<file path="src/hw/rssc_defines.svh">
// Constants for the strapped remote serial port: offsets, fields, timing.
// Assumes inclusion by bare name from the design file; the package does not include it.
//
// What this block does
// Four rate straps, MSB first, index sixteen ascending rates from 50 to 19200.
// Every strap reads open as one and grounded as zero.
// Unit address is two BCD digits; first digit low, second digit high.
// One strap enables parity, another picks even or odd parity.
// Jumpers pick two single-ended or one differential line; straps act alike.
// In remote operation the front-panel inputs are ignored.
// Straps sampled once after reset, held; only own-address messages accepted.
`ifndef RSSC_DEFINES_SVH
`define RSSC_DEFINES_SVH

// ----------------------------------------
// Register map (byte addresses)
// ----------------------------------------
`define RSSC_OFF_CTRL 4'h0
`define RSSC_OFF_STATUS 4'h4
`define RSSC_OFF_RXDATA 4'h8
`define RSSC_OFF_TXDATA 4'hC
`define RSSC_CTRL_REMOTE 0
`define RSSC_RX_VALID_BIT 8
`define RSSC_RESP_OKAY 2'h0
`define RSSC_RESP_SLVERR 2'h2
`define RSSC_CTRL_RESET 1'h0

// ----------------------------------------
// Timing: clock rate and the rate table in tenths of a baud
// ----------------------------------------
`define RSSC_CLK_HZ 50000000
`define RSSC_DIV(hz, r10) (((hz) * 10 + (r10) / 2) / (r10) - 1)
`define RSSC_R0 500
`define RSSC_R1 750
`define RSSC_R2 1100
`define RSSC_R3 1345
`define RSSC_R4 1500
`define RSSC_R5 3000
`define RSSC_R6 6000
`define RSSC_R7 12000
`define RSSC_R8 18000
`define RSSC_R9 20000
`define RSSC_R10 24000
`define RSSC_R11 36000
`define RSSC_R12 48000
`define RSSC_R13 72000
`define RSSC_R14 96000
`define RSSC_R15 192000

`endif

</file>
<file path="src/hw/rssc_pkg.sv">
// Types shared by the strapped remote serial port.
// Assumes the defines header is compiled alongside.
package rssc_pkg;
  // Bit-level sequencer states, used by both directions
  typedef enum logic [2:0] {
    ST_IDLE = 3'b000,
    ST_START = 3'b001,
    ST_DATA = 3'b010,
    ST_PAR = 3'b011,
    ST_STOP = 3'b100
  } rssc_ser_t;
  // Line variant jumpers
  typedef enum logic [1:0] {
    VAR_SE_A = 2'b00,
    VAR_SE_B = 2'b01,
    VAR_DIFF = 2'b10
  } rssc_var_t;
endpackage : rssc_pkg

</file>
<file path="src/hw/rssc_top.sv">
// Strapped remote serial port with AXI4-Lite registers and a receive FIFO.
// Assumes all inputs synchronous to aclk; straps static while running.
`timescale 1ns/100ps
`include "rssc_defines.svh"

// ----------------------------------------
// Receive FIFO
// ----------------------------------------
module rssc_fifo #(
  parameter int W = 8,
  parameter int DEPTH = 32,
  parameter int AW = $clog2(DEPTH)
) (
  input wire logic aclk,
  input wire logic aresetn,
  input wire logic ce,
  input wire logic in_valid,
  output logic in_ready,
  input wire logic [W-1:0] in_data,
  output logic out_valid,
  input wire logic out_ready,
  output logic [W-1:0] out_data
);
  logic [W-1:0] mem [DEPTH];
  logic [AW:0] wr_q;
  logic [AW:0] rd_q;
  wire push = ce & in_valid & in_ready;
  wire pop = ce & out_valid & out_ready;
  // Extra pointer bit tells full from empty
  assign in_ready = (wr_q[AW] == rd_q[AW]) | (wr_q[AW-1:0] != rd_q[AW-1:0]);
  assign out_valid = wr_q != rd_q;
  assign out_data = mem[rd_q[AW-1:0]];
  // Storage has no reset, only the pointers do
  always_ff @(posedge aclk) begin
    if (push) begin
      mem[wr_q[AW-1:0]] <= in_data;
    end
  end
  always_ff @(posedge aclk) begin
    if (!aresetn) begin
      wr_q <= '0;
      rd_q <= '0;
    end else begin
      if (push) wr_q <= wr_q + 1'b1;
      if (pop) rd_q <= rd_q + 1'b1;
    end
  end
endmodule : rssc_fifo

// ----------------------------------------
// Top
// ----------------------------------------
module rssc_top #(
  parameter int CLK_HZ = `RSSC_CLK_HZ,
  parameter int FIFO_DEPTH = 32
) (
  input wire logic aclk,
  input wire logic aresetn,
  input wire logic ce,
  input wire logic [3:0] awaddr,
  input wire logic awvalid,
  output logic awready,
  input wire logic [31:0] wdata,
  input wire logic [3:0] wstrb,
  input wire logic wvalid,
  output logic wready,
  output logic [1:0] bresp,
  output logic bvalid,
  input wire logic bready,
  input wire logic [3:0] araddr,
  input wire logic arvalid,
  output logic arready,
  output logic [31:0] rdata,
  output logic [1:0] rresp,
  output logic rvalid,
  input wire logic rready,
  input wire logic rate_sel_bit3,
  input wire logic rate_sel_bit2,
  input wire logic rate_sel_bit1,
  input wire logic rate_sel_bit0,
  input wire logic [3:0] address_low_digit,
  input wire logic [3:0] address_high_digit,
  input wire logic parity_sel_n,
  input wire logic parity_odd_sel,
  input wire logic [1:0] line_variant,
  input wire logic panel_valid,
  input wire logic [7:0] panel_data,
  output logic panel_ready,
  input wire logic ser_rx_a,
  input wire logic ser_rx_b,
  output logic ser_tx_a,
  output logic ser_tx_b
);
  // Bit period minus one for a rate index
  function automatic logic [19:0] rssc_div(input logic [3:0] idx);
    case (idx)
      4'h0: rssc_div = 20'(`RSSC_DIV(CLK_HZ, `RSSC_R0));
      4'h1: rssc_div = 20'(`RSSC_DIV(CLK_HZ, `RSSC_R1));
      4'h2: rssc_div = 20'(`RSSC_DIV(CLK_HZ, `RSSC_R2));
      4'h3: rssc_div = 20'(`RSSC_DIV(CLK_HZ, `RSSC_R3));
      4'h4: rssc_div = 20'(`RSSC_DIV(CLK_HZ, `RSSC_R4));
      4'h5: rssc_div = 20'(`RSSC_DIV(CLK_HZ, `RSSC_R5));
      4'h6: rssc_div = 20'(`RSSC_DIV(CLK_HZ, `RSSC_R6));
      4'h7: rssc_div = 20'(`RSSC_DIV(CLK_HZ, `RSSC_R7));
      4'h8: rssc_div = 20'(`RSSC_DIV(CLK_HZ, `RSSC_R8));
      4'h9: rssc_div = 20'(`RSSC_DIV(CLK_HZ, `RSSC_R9));
      4'hA: rssc_div = 20'(`RSSC_DIV(CLK_HZ, `RSSC_R10));
      4'hB: rssc_div = 20'(`RSSC_DIV(CLK_HZ, `RSSC_R11));
      4'hC: rssc_div = 20'(`RSSC_DIV(CLK_HZ, `RSSC_R12));
      4'hD: rssc_div = 20'(`RSSC_DIV(CLK_HZ, `RSSC_R13));
      4'hE: rssc_div = 20'(`RSSC_DIV(CLK_HZ, `RSSC_R14));
      default: rssc_div = 20'(`RSSC_DIV(CLK_HZ, `RSSC_R15));
    endcase
  endfunction : rssc_div

  // ----------------------------------------
  // Strap capture
  // ----------------------------------------
  logic taken_q;
  logic [3:0] rate_q;
  logic [7:0] addr_q;
  logic par_en_q;
  logic par_odd_q;
  logic [1:0] var_q;
  logic [19:0] div_q;
  // Caught once after release, then frozen for the whole run
  always_ff @(posedge aclk) begin
    if (!aresetn) begin
      taken_q <= 1'b0;
      rate_q <= 4'h0;
      addr_q <= 8'h00;
      par_en_q <= 1'b0;
      par_odd_q <= 1'b0;
      var_q <= 2'h0;
      div_q <= 20'h00000;
    end else if (ce && !taken_q) begin
      taken_q <= 1'b1;
      rate_q <= {rate_sel_bit3, rate_sel_bit2, rate_sel_bit1, rate_sel_bit0};
      div_q <= rssc_div({rate_sel_bit3, rate_sel_bit2, rate_sel_bit1, rate_sel_bit0});
      addr_q <= {address_high_digit, address_low_digit};
      par_en_q <= ~parity_sel_n;
      par_odd_q <= parity_odd_sel;
      var_q <= line_variant;
    end
  end

  // Differential takes B (mark positive); strap logic is the same either way
  wire diff = var_q == rssc_pkg::VAR_DIFF;
  wire rx_in = diff ? ser_rx_b : ser_rx_a;

  // ----------------------------------------
  // Receive sequencer
  // ----------------------------------------
  rssc_pkg::rssc_ser_t rx_st_q;
  logic [19:0] rx_cnt_q;
  logic [2:0] rx_bit_q;
  logic [7:0] rx_sh_q;
  logic rx_perr_q;
  logic rx_done_q;
  wire rx_tick = rx_cnt_q == 20'h00000;
  wire rx_par = (^rx_sh_q) ^ par_odd_q;
  // Start is checked again mid-bit so glitches do not start a frame
  always_ff @(posedge aclk) begin
    if (!aresetn) begin
      rx_st_q <= rssc_pkg::ST_IDLE;
      rx_cnt_q <= 20'h00000;
      rx_bit_q <= 3'h0;
      rx_sh_q <= 8'h00;
      rx_perr_q <= 1'b0;
      rx_done_q <= 1'b0;
    end else if (ce) begin
      rx_done_q <= 1'b0;
      rx_cnt_q <= rx_tick ? div_q : rx_cnt_q - 1'b1;
      case (rx_st_q)
        rssc_pkg::ST_IDLE: begin
          rx_cnt_q <= div_q >> 1;
          rx_perr_q <= 1'b0;
          if (taken_q && !rx_in) rx_st_q <= rssc_pkg::ST_START;
        end
        rssc_pkg::ST_START: begin
          if (rx_tick) rx_st_q <= rx_in ? rssc_pkg::ST_IDLE : rssc_pkg::ST_DATA;
          rx_bit_q <= 3'h0;
        end
        rssc_pkg::ST_DATA: begin
          if (rx_tick) begin
            rx_sh_q <= {rx_in, rx_sh_q[7:1]};
            rx_bit_q <= rx_bit_q + 1'b1;
            if (rx_bit_q == 3'h7) rx_st_q <= par_en_q ? rssc_pkg::ST_PAR : rssc_pkg::ST_STOP;
          end
        end
        rssc_pkg::ST_PAR: begin
          if (rx_tick) begin
            rx_perr_q <= rx_in != rx_par;
            rx_st_q <= rssc_pkg::ST_STOP;
          end
        end
        rssc_pkg::ST_STOP: begin
          if (rx_tick) begin
            rx_done_q <= rx_in & ~rx_perr_q;
            rx_st_q <= rssc_pkg::ST_IDLE;
          end
        end
        default: rx_st_q <= rssc_pkg::ST_IDLE;
      endcase
    end
  end

  // ----------------------------------------
  // Message filter and source select
  // ----------------------------------------
  logic ctrl_remote_q;
  logic ctrl_remote_d;
  logic want_cmd_q;
  logic match_q;
  logic hold_vld_q;
  logic [7:0] hold_q;
  logic panel_ready_q;
  logic fifo_in_ready;
  logic fifo_out_valid;
  logic [7:0] fifo_out_data;
  wire ser_load = ctrl_remote_q & rx_done_q & want_cmd_q & match_q & ~hold_vld_q;
  wire panel_load = panel_valid & panel_ready_q;
  wire hold_vld_d = (hold_vld_q & ~fifo_in_ready) | ser_load | panel_load;
  // Frames are an address byte followed by one command byte
  always_ff @(posedge aclk) begin
    if (!aresetn) begin
      want_cmd_q <= 1'b0;
      match_q <= 1'b0;
      hold_vld_q <= 1'b0;
      hold_q <= 8'h00;
      panel_ready_q <= 1'b0;
    end else if (ce) begin
      if (rx_done_q) begin
        want_cmd_q <= ~want_cmd_q;
        if (!want_cmd_q) match_q <= rx_sh_q == addr_q;
      end
      hold_vld_q <= hold_vld_d;
      if (ser_load) hold_q <= rx_sh_q;
      if (panel_load) hold_q <= panel_data;
      // Panel shut out as soon as remote is set
      panel_ready_q <= ~ctrl_remote_d & ~hold_vld_d & taken_q;
    end
  end

  logic rx_pop;
  rssc_fifo #(
    .W(8),
    .DEPTH(FIFO_DEPTH)
  ) u_fifo (
    .aclk(aclk),
    .aresetn(aresetn),
    .ce(ce),
    .in_valid(hold_vld_q),
    .in_ready(fifo_in_ready),
    .in_data(hold_q),
    .out_valid(fifo_out_valid),
    .out_ready(rx_pop),
    .out_data(fifo_out_data)
  );

  // ----------------------------------------
  // Transmit sequencer
  // ----------------------------------------
  rssc_pkg::rssc_ser_t tx_st_q;
  logic [19:0] tx_cnt_q;
  logic [2:0] tx_bit_q;
  logic [7:0] tx_sh_q;
  logic tx_pbit_q;
  logic tx_line_q;
  logic tx_go;
  logic [7:0] wb_q; // Write byte held by the bus side; wdata may move once taken
  wire tx_tick = tx_cnt_q == 20'h00000;
  wire tx_busy = tx_st_q != rssc_pkg::ST_IDLE;
  // Writes while busy are dropped; status shows busy
  always_ff @(posedge aclk) begin
    if (!aresetn) begin
      tx_st_q <= rssc_pkg::ST_IDLE;
      tx_cnt_q <= 20'h00000;
      tx_bit_q <= 3'h0;
      tx_sh_q <= 8'h00;
      tx_pbit_q <= 1'b0;
      tx_line_q <= 1'b1;
    end else if (ce) begin
      tx_cnt_q <= tx_tick ? div_q : tx_cnt_q - 1'b1;
      case (tx_st_q)
        rssc_pkg::ST_IDLE: begin
          tx_line_q <= 1'b1;
          tx_cnt_q <= div_q;
          tx_bit_q <= 3'h0;
          if (tx_go) begin
            tx_sh_q <= wb_q;
            tx_pbit_q <= (^wb_q) ^ par_odd_q;
            tx_line_q <= 1'b0;
            tx_st_q <= rssc_pkg::ST_START;
          end
        end
        rssc_pkg::ST_START: begin
          if (tx_tick) begin
            tx_line_q <= tx_sh_q[0];
            tx_st_q <= rssc_pkg::ST_DATA;
          end
        end
        rssc_pkg::ST_DATA: begin
          if (tx_tick) begin
            tx_sh_q <= tx_sh_q >> 1;
            tx_bit_q <= tx_bit_q + 1'b1;
            tx_line_q <= tx_sh_q[1];
            if (tx_bit_q == 3'h7) begin
              tx_line_q <= par_en_q ? tx_pbit_q : 1'b1;
              tx_st_q <= par_en_q ? rssc_pkg::ST_PAR : rssc_pkg::ST_STOP;
            end
          end
        end
        rssc_pkg::ST_PAR: begin
          if (tx_tick) begin
            tx_line_q <= 1'b1;
            tx_st_q <= rssc_pkg::ST_STOP;
          end
        end
        rssc_pkg::ST_STOP: begin
          if (tx_tick) tx_st_q <= rssc_pkg::ST_IDLE;
        end
        default: tx_st_q <= rssc_pkg::ST_IDLE;
      endcase
    end
  end

  // Line drive per jumper variant, A is mark negative when differential
  always_ff @(posedge aclk) begin
    if (!aresetn) begin
      ser_tx_a <= 1'b1;
      ser_tx_b <= 1'b0;
    end else if (ce) begin
      ser_tx_a <= diff ? ~tx_line_q : tx_line_q;
      ser_tx_b <= diff & tx_line_q;
    end
  end

  // ----------------------------------------
  // AXI4-Lite slave
  // ----------------------------------------
  logic aw_have_q;
  logic w_have_q;
  logic [3:0] aw_q;
  logic wb_en_q;
  wire aw_take = awvalid & awready;
  wire w_take = wvalid & wready;
  wire wr_fire = aw_have_q & w_have_q & ~bvalid;
  wire bvalid_d = wr_fire | (bvalid & ~bready);
  wire aw_have_d = (aw_have_q | aw_take) & ~wr_fire;
  wire w_have_d = (w_have_q | w_take) & ~wr_fire;
  wire wr_ok = (aw_q == `RSSC_OFF_CTRL) | (aw_q == `RSSC_OFF_STATUS) | (aw_q == `RSSC_OFF_TXDATA)
    | (aw_q == `RSSC_OFF_RXDATA);
  wire ar_take = arvalid & arready;
  wire rvalid_d = ar_take | (rvalid & ~rready);
  wire ar_ok = (araddr == `RSSC_OFF_CTRL) | (araddr == `RSSC_OFF_STATUS) | (araddr == `RSSC_OFF_TXDATA)
    | (araddr == `RSSC_OFF_RXDATA);
  assign ctrl_remote_d = (wr_fire & wb_en_q & (aw_q == `RSSC_OFF_CTRL)) ?
    wb_q[`RSSC_CTRL_REMOTE] : ctrl_remote_q;
  assign tx_go = wr_fire & wb_en_q & (aw_q == `RSSC_OFF_TXDATA) & ~tx_busy & taken_q;
  assign rx_pop = ar_take & (araddr == `RSSC_OFF_RXDATA);
  wire [31:0] status = {14'h0, tx_busy, fifo_out_valid, var_q, par_odd_q, par_en_q, rate_q, addr_q};
  wire [31:0] rd_mux = (araddr == `RSSC_OFF_CTRL) ? {31'h0, ctrl_remote_q} :
    (araddr == `RSSC_OFF_STATUS) ? status :
    (araddr == `RSSC_OFF_RXDATA) ? {23'h0, fifo_out_valid, fifo_out_data} : 32'h00000000;

  // Write side: address and data taken in either order
  always_ff @(posedge aclk) begin
    if (!aresetn) begin
      aw_have_q <= 1'b0;
      w_have_q <= 1'b0;
      aw_q <= 4'h0;
      wb_q <= 8'h00;
      wb_en_q <= 1'b0;
      awready <= 1'b0;
      wready <= 1'b0;
      bvalid <= 1'b0;
      bresp <= `RSSC_RESP_OKAY;
      ctrl_remote_q <= `RSSC_CTRL_RESET;
    end else if (ce) begin
      aw_have_q <= aw_have_d;
      w_have_q <= w_have_d;
      if (aw_take) aw_q <= {awaddr[3:2], 2'b00};
      if (w_take) wb_q <= wdata[7:0];
      if (w_take) wb_en_q <= wstrb[0];
      awready <= ~aw_have_d & ~bvalid_d;
      wready <= ~w_have_d & ~bvalid_d;
      bvalid <= bvalid_d;
      if (wr_fire) bresp <= wr_ok ? `RSSC_RESP_OKAY : `RSSC_RESP_SLVERR;
      ctrl_remote_q <= ctrl_remote_d;
    end
  end

  // Read side: one cycle to data; RXDATA read pops the FIFO
  always_ff @(posedge aclk) begin
    if (!aresetn) begin
      arready <= 1'b0;
      rvalid <= 1'b0;
      rdata <= 32'h00000000;
      rresp <= `RSSC_RESP_OKAY;
      panel_ready <= 1'b0;
    end else if (ce) begin
      arready <= ~rvalid_d;
      rvalid <= rvalid_d;
      if (ar_take) rdata <= rd_mux;
      if (ar_take) rresp <= ar_ok ? `RSSC_RESP_OKAY : `RSSC_RESP_SLVERR;
      panel_ready <= ~ctrl_remote_d & ~hold_vld_d & taken_q;
    end
  end
endmodule : rssc_top

</file>
<file path="config.mk">
export PLATFORM = sky130hd
export DESIGN_NAME = rssc_top
export DESIGN_NICKNAME = d
export VERILOG_FILES = /design/src/hw/rssc_pkg.sv /design/src/hw/rssc_top.sv
export VERILOG_INCLUDE_DIRS = /design/src /design/src/hw
export SDC_FILE = /design/constraint.sdc
export NUM_CORES = 1
export LEC_CHECK = 0
export BUFFER_PORTS_ARGS = -buffer_cell sky130_fd_sc_hd__buf_2
export CAP_MARGIN = 20
export CORE_ASPECT_RATIO = 0.9
export CORE_UTILIZATION = 45
export DETAILED_ROUTE_END_ITERATION = 8
export PLACE_DENSITY = 0.65
export SLEW_MARGIN = 20
export SYNTH_ARGS = -nofsm -noshare
export SYNTH_HDL_FRONTEND = slang
export SYNTH_SLANG_ARGS = --single-unit
</file>
<file path="constraint.sdc">
create_clock -name aclk -period 4.8 [get_ports aclk]
set_input_delay 0.96 -clock aclk [delete_from_list [all_inputs] [get_ports aclk]]
set_output_delay 0.96 -clock aclk [all_outputs]
set_load 0.02 [all_outputs]
</file>
==> metrics.txt <==
initial core utilization=0.457; Ports=123; WP data required=5.00 ns; total gr overflow=0; Max IR drop VDD=0.345 mV; Crit Path Max Fanout=11; DR iter-0 viols=1501; syn avg cell area=11.9 µm²; Die X=219 µm; # nets final=1746; Seq/Total Area, Yosys=0.591; Hold WC Path Type=register to register; Setup TNS=0 ns; later-pin clock latency in the skew report=0.62 ns; async set-or-reset flop fraction in the synthesized netlist=0; antenna violations before repair=0; commonest cells in the netlist=edfxtp_1, dfxtp_1, nand2_1; max incr delay on CP=0.83 ns; overall power=8.54 mW; Max Cap Violations=0; RSZ-0062 raised after global routing=no; actual slew at the worst max-slew pin=1.02 ns; PwrDens=400 nW/µm²; P_sw=2.18 mW; Root Buffer Master=clkbuf_16; Netlist Area Pre-Place=19100 µm²; DR vias=13200; # port buffers=77; Die H=197 µm; post-synth top area cell=edfxtp_1; Mapped Cells=1608; Max Fclk=296 MHz; hpwl dp=30900 µm; Residual DRC=0; Yosys top cell area share=0.403; Crit. End Element=register; clock edge transition at the registers on the reported setup and hold paths=0.07 ns; Clock Tree Buf Depth=3; Min Clock Period, post-route=3.38 ns; Slew Limit Headroom=0.316; Num CTS Buffers=44; Routed WL=47600 µm; slowest CP cell=nor2_1; Yosys warning total=0; GPL Wtd Cong=0.897; Post-synth EDFFs=256; pre-CTS WS=1.08 ns; Overall Global Routing Usage=0.222; run status=completed; Setup Buffers After CTS=0; Seq pwr share=0.480; CP Cell Sequence=xor2_1 > nor3_1 > a311oi_2 > nand2_1 > nor2_1; Final Hold Fails=0; synthesis-to-finish area growth=12.1%; leakage power=6.72 nW; WL/cell=21.3 µm; CP Launch Type=register; clk_skew=0.0519 ns; CTS tree=yes; Max Slew Vio Count=0; largest net degree at the start of global routing=67; global-route wire length before repair=72700 µm; Gate power share=0.093; cell with the most instances after synthesis=edfxtp_1; number of global-route vias before repair=12200; switch share=0.255; layout cells sized above 1=0.160; fin cells=2231; Setup violations, final=0; Placed Cells=2149; row count=71; drt first pass iters=5; internal power=6.36 mW; PostCTS Resize Cnt=0; die area=43200 µm²; clock sinks=435; Synth area leaders=edfxtp_1, dfxtp_1, mux4_2, a21oi_1, nand2_1; core footprint=41800 µm²; fin worst setup slack=1.42 ns; top_reg_cell synth=edfxtp_1; ANT nets after route=0; Clock power frac=0.427; n_diodes=0; H-tree depth=2; vias per inst=5.91; Unique masters post-synth=72; Synth Register Bits=435; hold_buf cts=0; CP Data Arrival Time=3.58 ns; period utilization=0.705; critical path type=register to register
## area by class of cell
type / count / area [µm²]
fillers: 3588 / 20400
flip-flops and latches: 435 / 11300
multi-input cells: 1047 / 7210
clock buffers: 57 / 1250
well taps: 547 / 684
repair buffers: 98 / 556
clock inverters: 25 / 305
inverters: 22 / 85.1
## cell families (layout without fill, tap and decap cells)
| kind of cell | Yosys count | in the layout | share of synthesized area |
|---|---|---|---|
| multiplexers | 105 | 105 | 0.0978 |
| adder cells (fa/ha/maj) | 19 | 19 | 0.0125 |
| flip-flops | 435 | 435 | 0.591 |
| other | 1 | 16 | 0.000197 |
| XOR/XNOR | 50 | 50 | 0.0230 |
| AND/OR/NAND/NOR | 498 | 498 | 0.126 |
| buffers and inverters | 141 | 202 | 0.0339 |
| AO/OA/AOI/OAI | 359 | 359 | 0.115 |
## flip-flops by register name (all words and copies together) (netlist names), 4 cells and up, named ones only
register	flops
rx_cnt_q	20
tx_sh_q	8
hold_q	8
rate_q	4
wb_q	8
tx_cnt_q	20
rdata	18
rx_sh_q	8
addr_q	8
u_fifo.mem	256
div_q	20
u_fifo.rd_q	6
u_fifo.wr_q	6
## stage by stage
stage,utilization,area [µm²],hold slack (ns)
after floorplan,-,19100,0.436
after global placement,0.474,19800,0.430
after detailed placement,0.474,19800,0.447
after CTS,0.512,21400,0.457
after global routing,0.512,21400,0.469
final,0.512,21400,0.458
## worst paths after layout
check,slack [ns],cells after the start,to,start
worst max-delay path,1.42,5,u_fifo.mem[2][3],u_fifo.wr_q[2]
worst min register to register,0.46,2,rresp[1],rresp[1]
worst max register to register,1.42,5,u_fifo.mem[2][3],u_fifo.wr_q[2]
worst min-delay path,0.46,2,rresp[1],rresp[1]
## placed cells by master, fill, tap and decap left out, drive strengths merged, types with 11 or more instances in the layout
cell type  instances
mux4              65
ha                19
nor2b             11
or3               15
nor4              18
nor2             142
a22oi             22
a311oi            15
a211oi            22
clkbuf            57
nor3              32
conb              16
a21oi            137
o31ai             12
dfxtp            179
xor2              18
clkinv            13
inv               26
o211ai            17
o21ai             86
mux2i             40
nand2b            15
nand3             46
nand2            157
xnor2             32
edfxtp           256
buf               98
nand4             11
## per-layer routing
layer  vias up  routed length (µm)  GRT usage
met5         -                   0          0
met4         0                1150     0.0697
met3        80                3470     0.0349
met2       497               21200      0.328
met1      6538               21800      0.333
li1       6078                   -          -
## power by group through the flow
stage / combinational, mW / sequential [mW] / clock (mW)
finish: 0.792 / 4.10 / 3.65
global route: 0.877 / 4.11 / 3.85
CTS: 0.786 / 4.10 / 3.70
detailed placement: 0.782 / 4.18 / 0
global placement: 0.762 / 4.17 / 0
floorplan: 0.629 / 4.14 / 0
## worst max-delay path, delay by kind of cell, from the launching register on
| family | cells | cell delay, ns |
|---|---|---|
| simple gates | 3 | 1.45 |
| flops | 1 | 0.65 |
| compound gates | 1 | 0.67 |
| xor+xnor | 1 | 0.20 |
No activity file was read; power rests on OpenSTA's default activity.
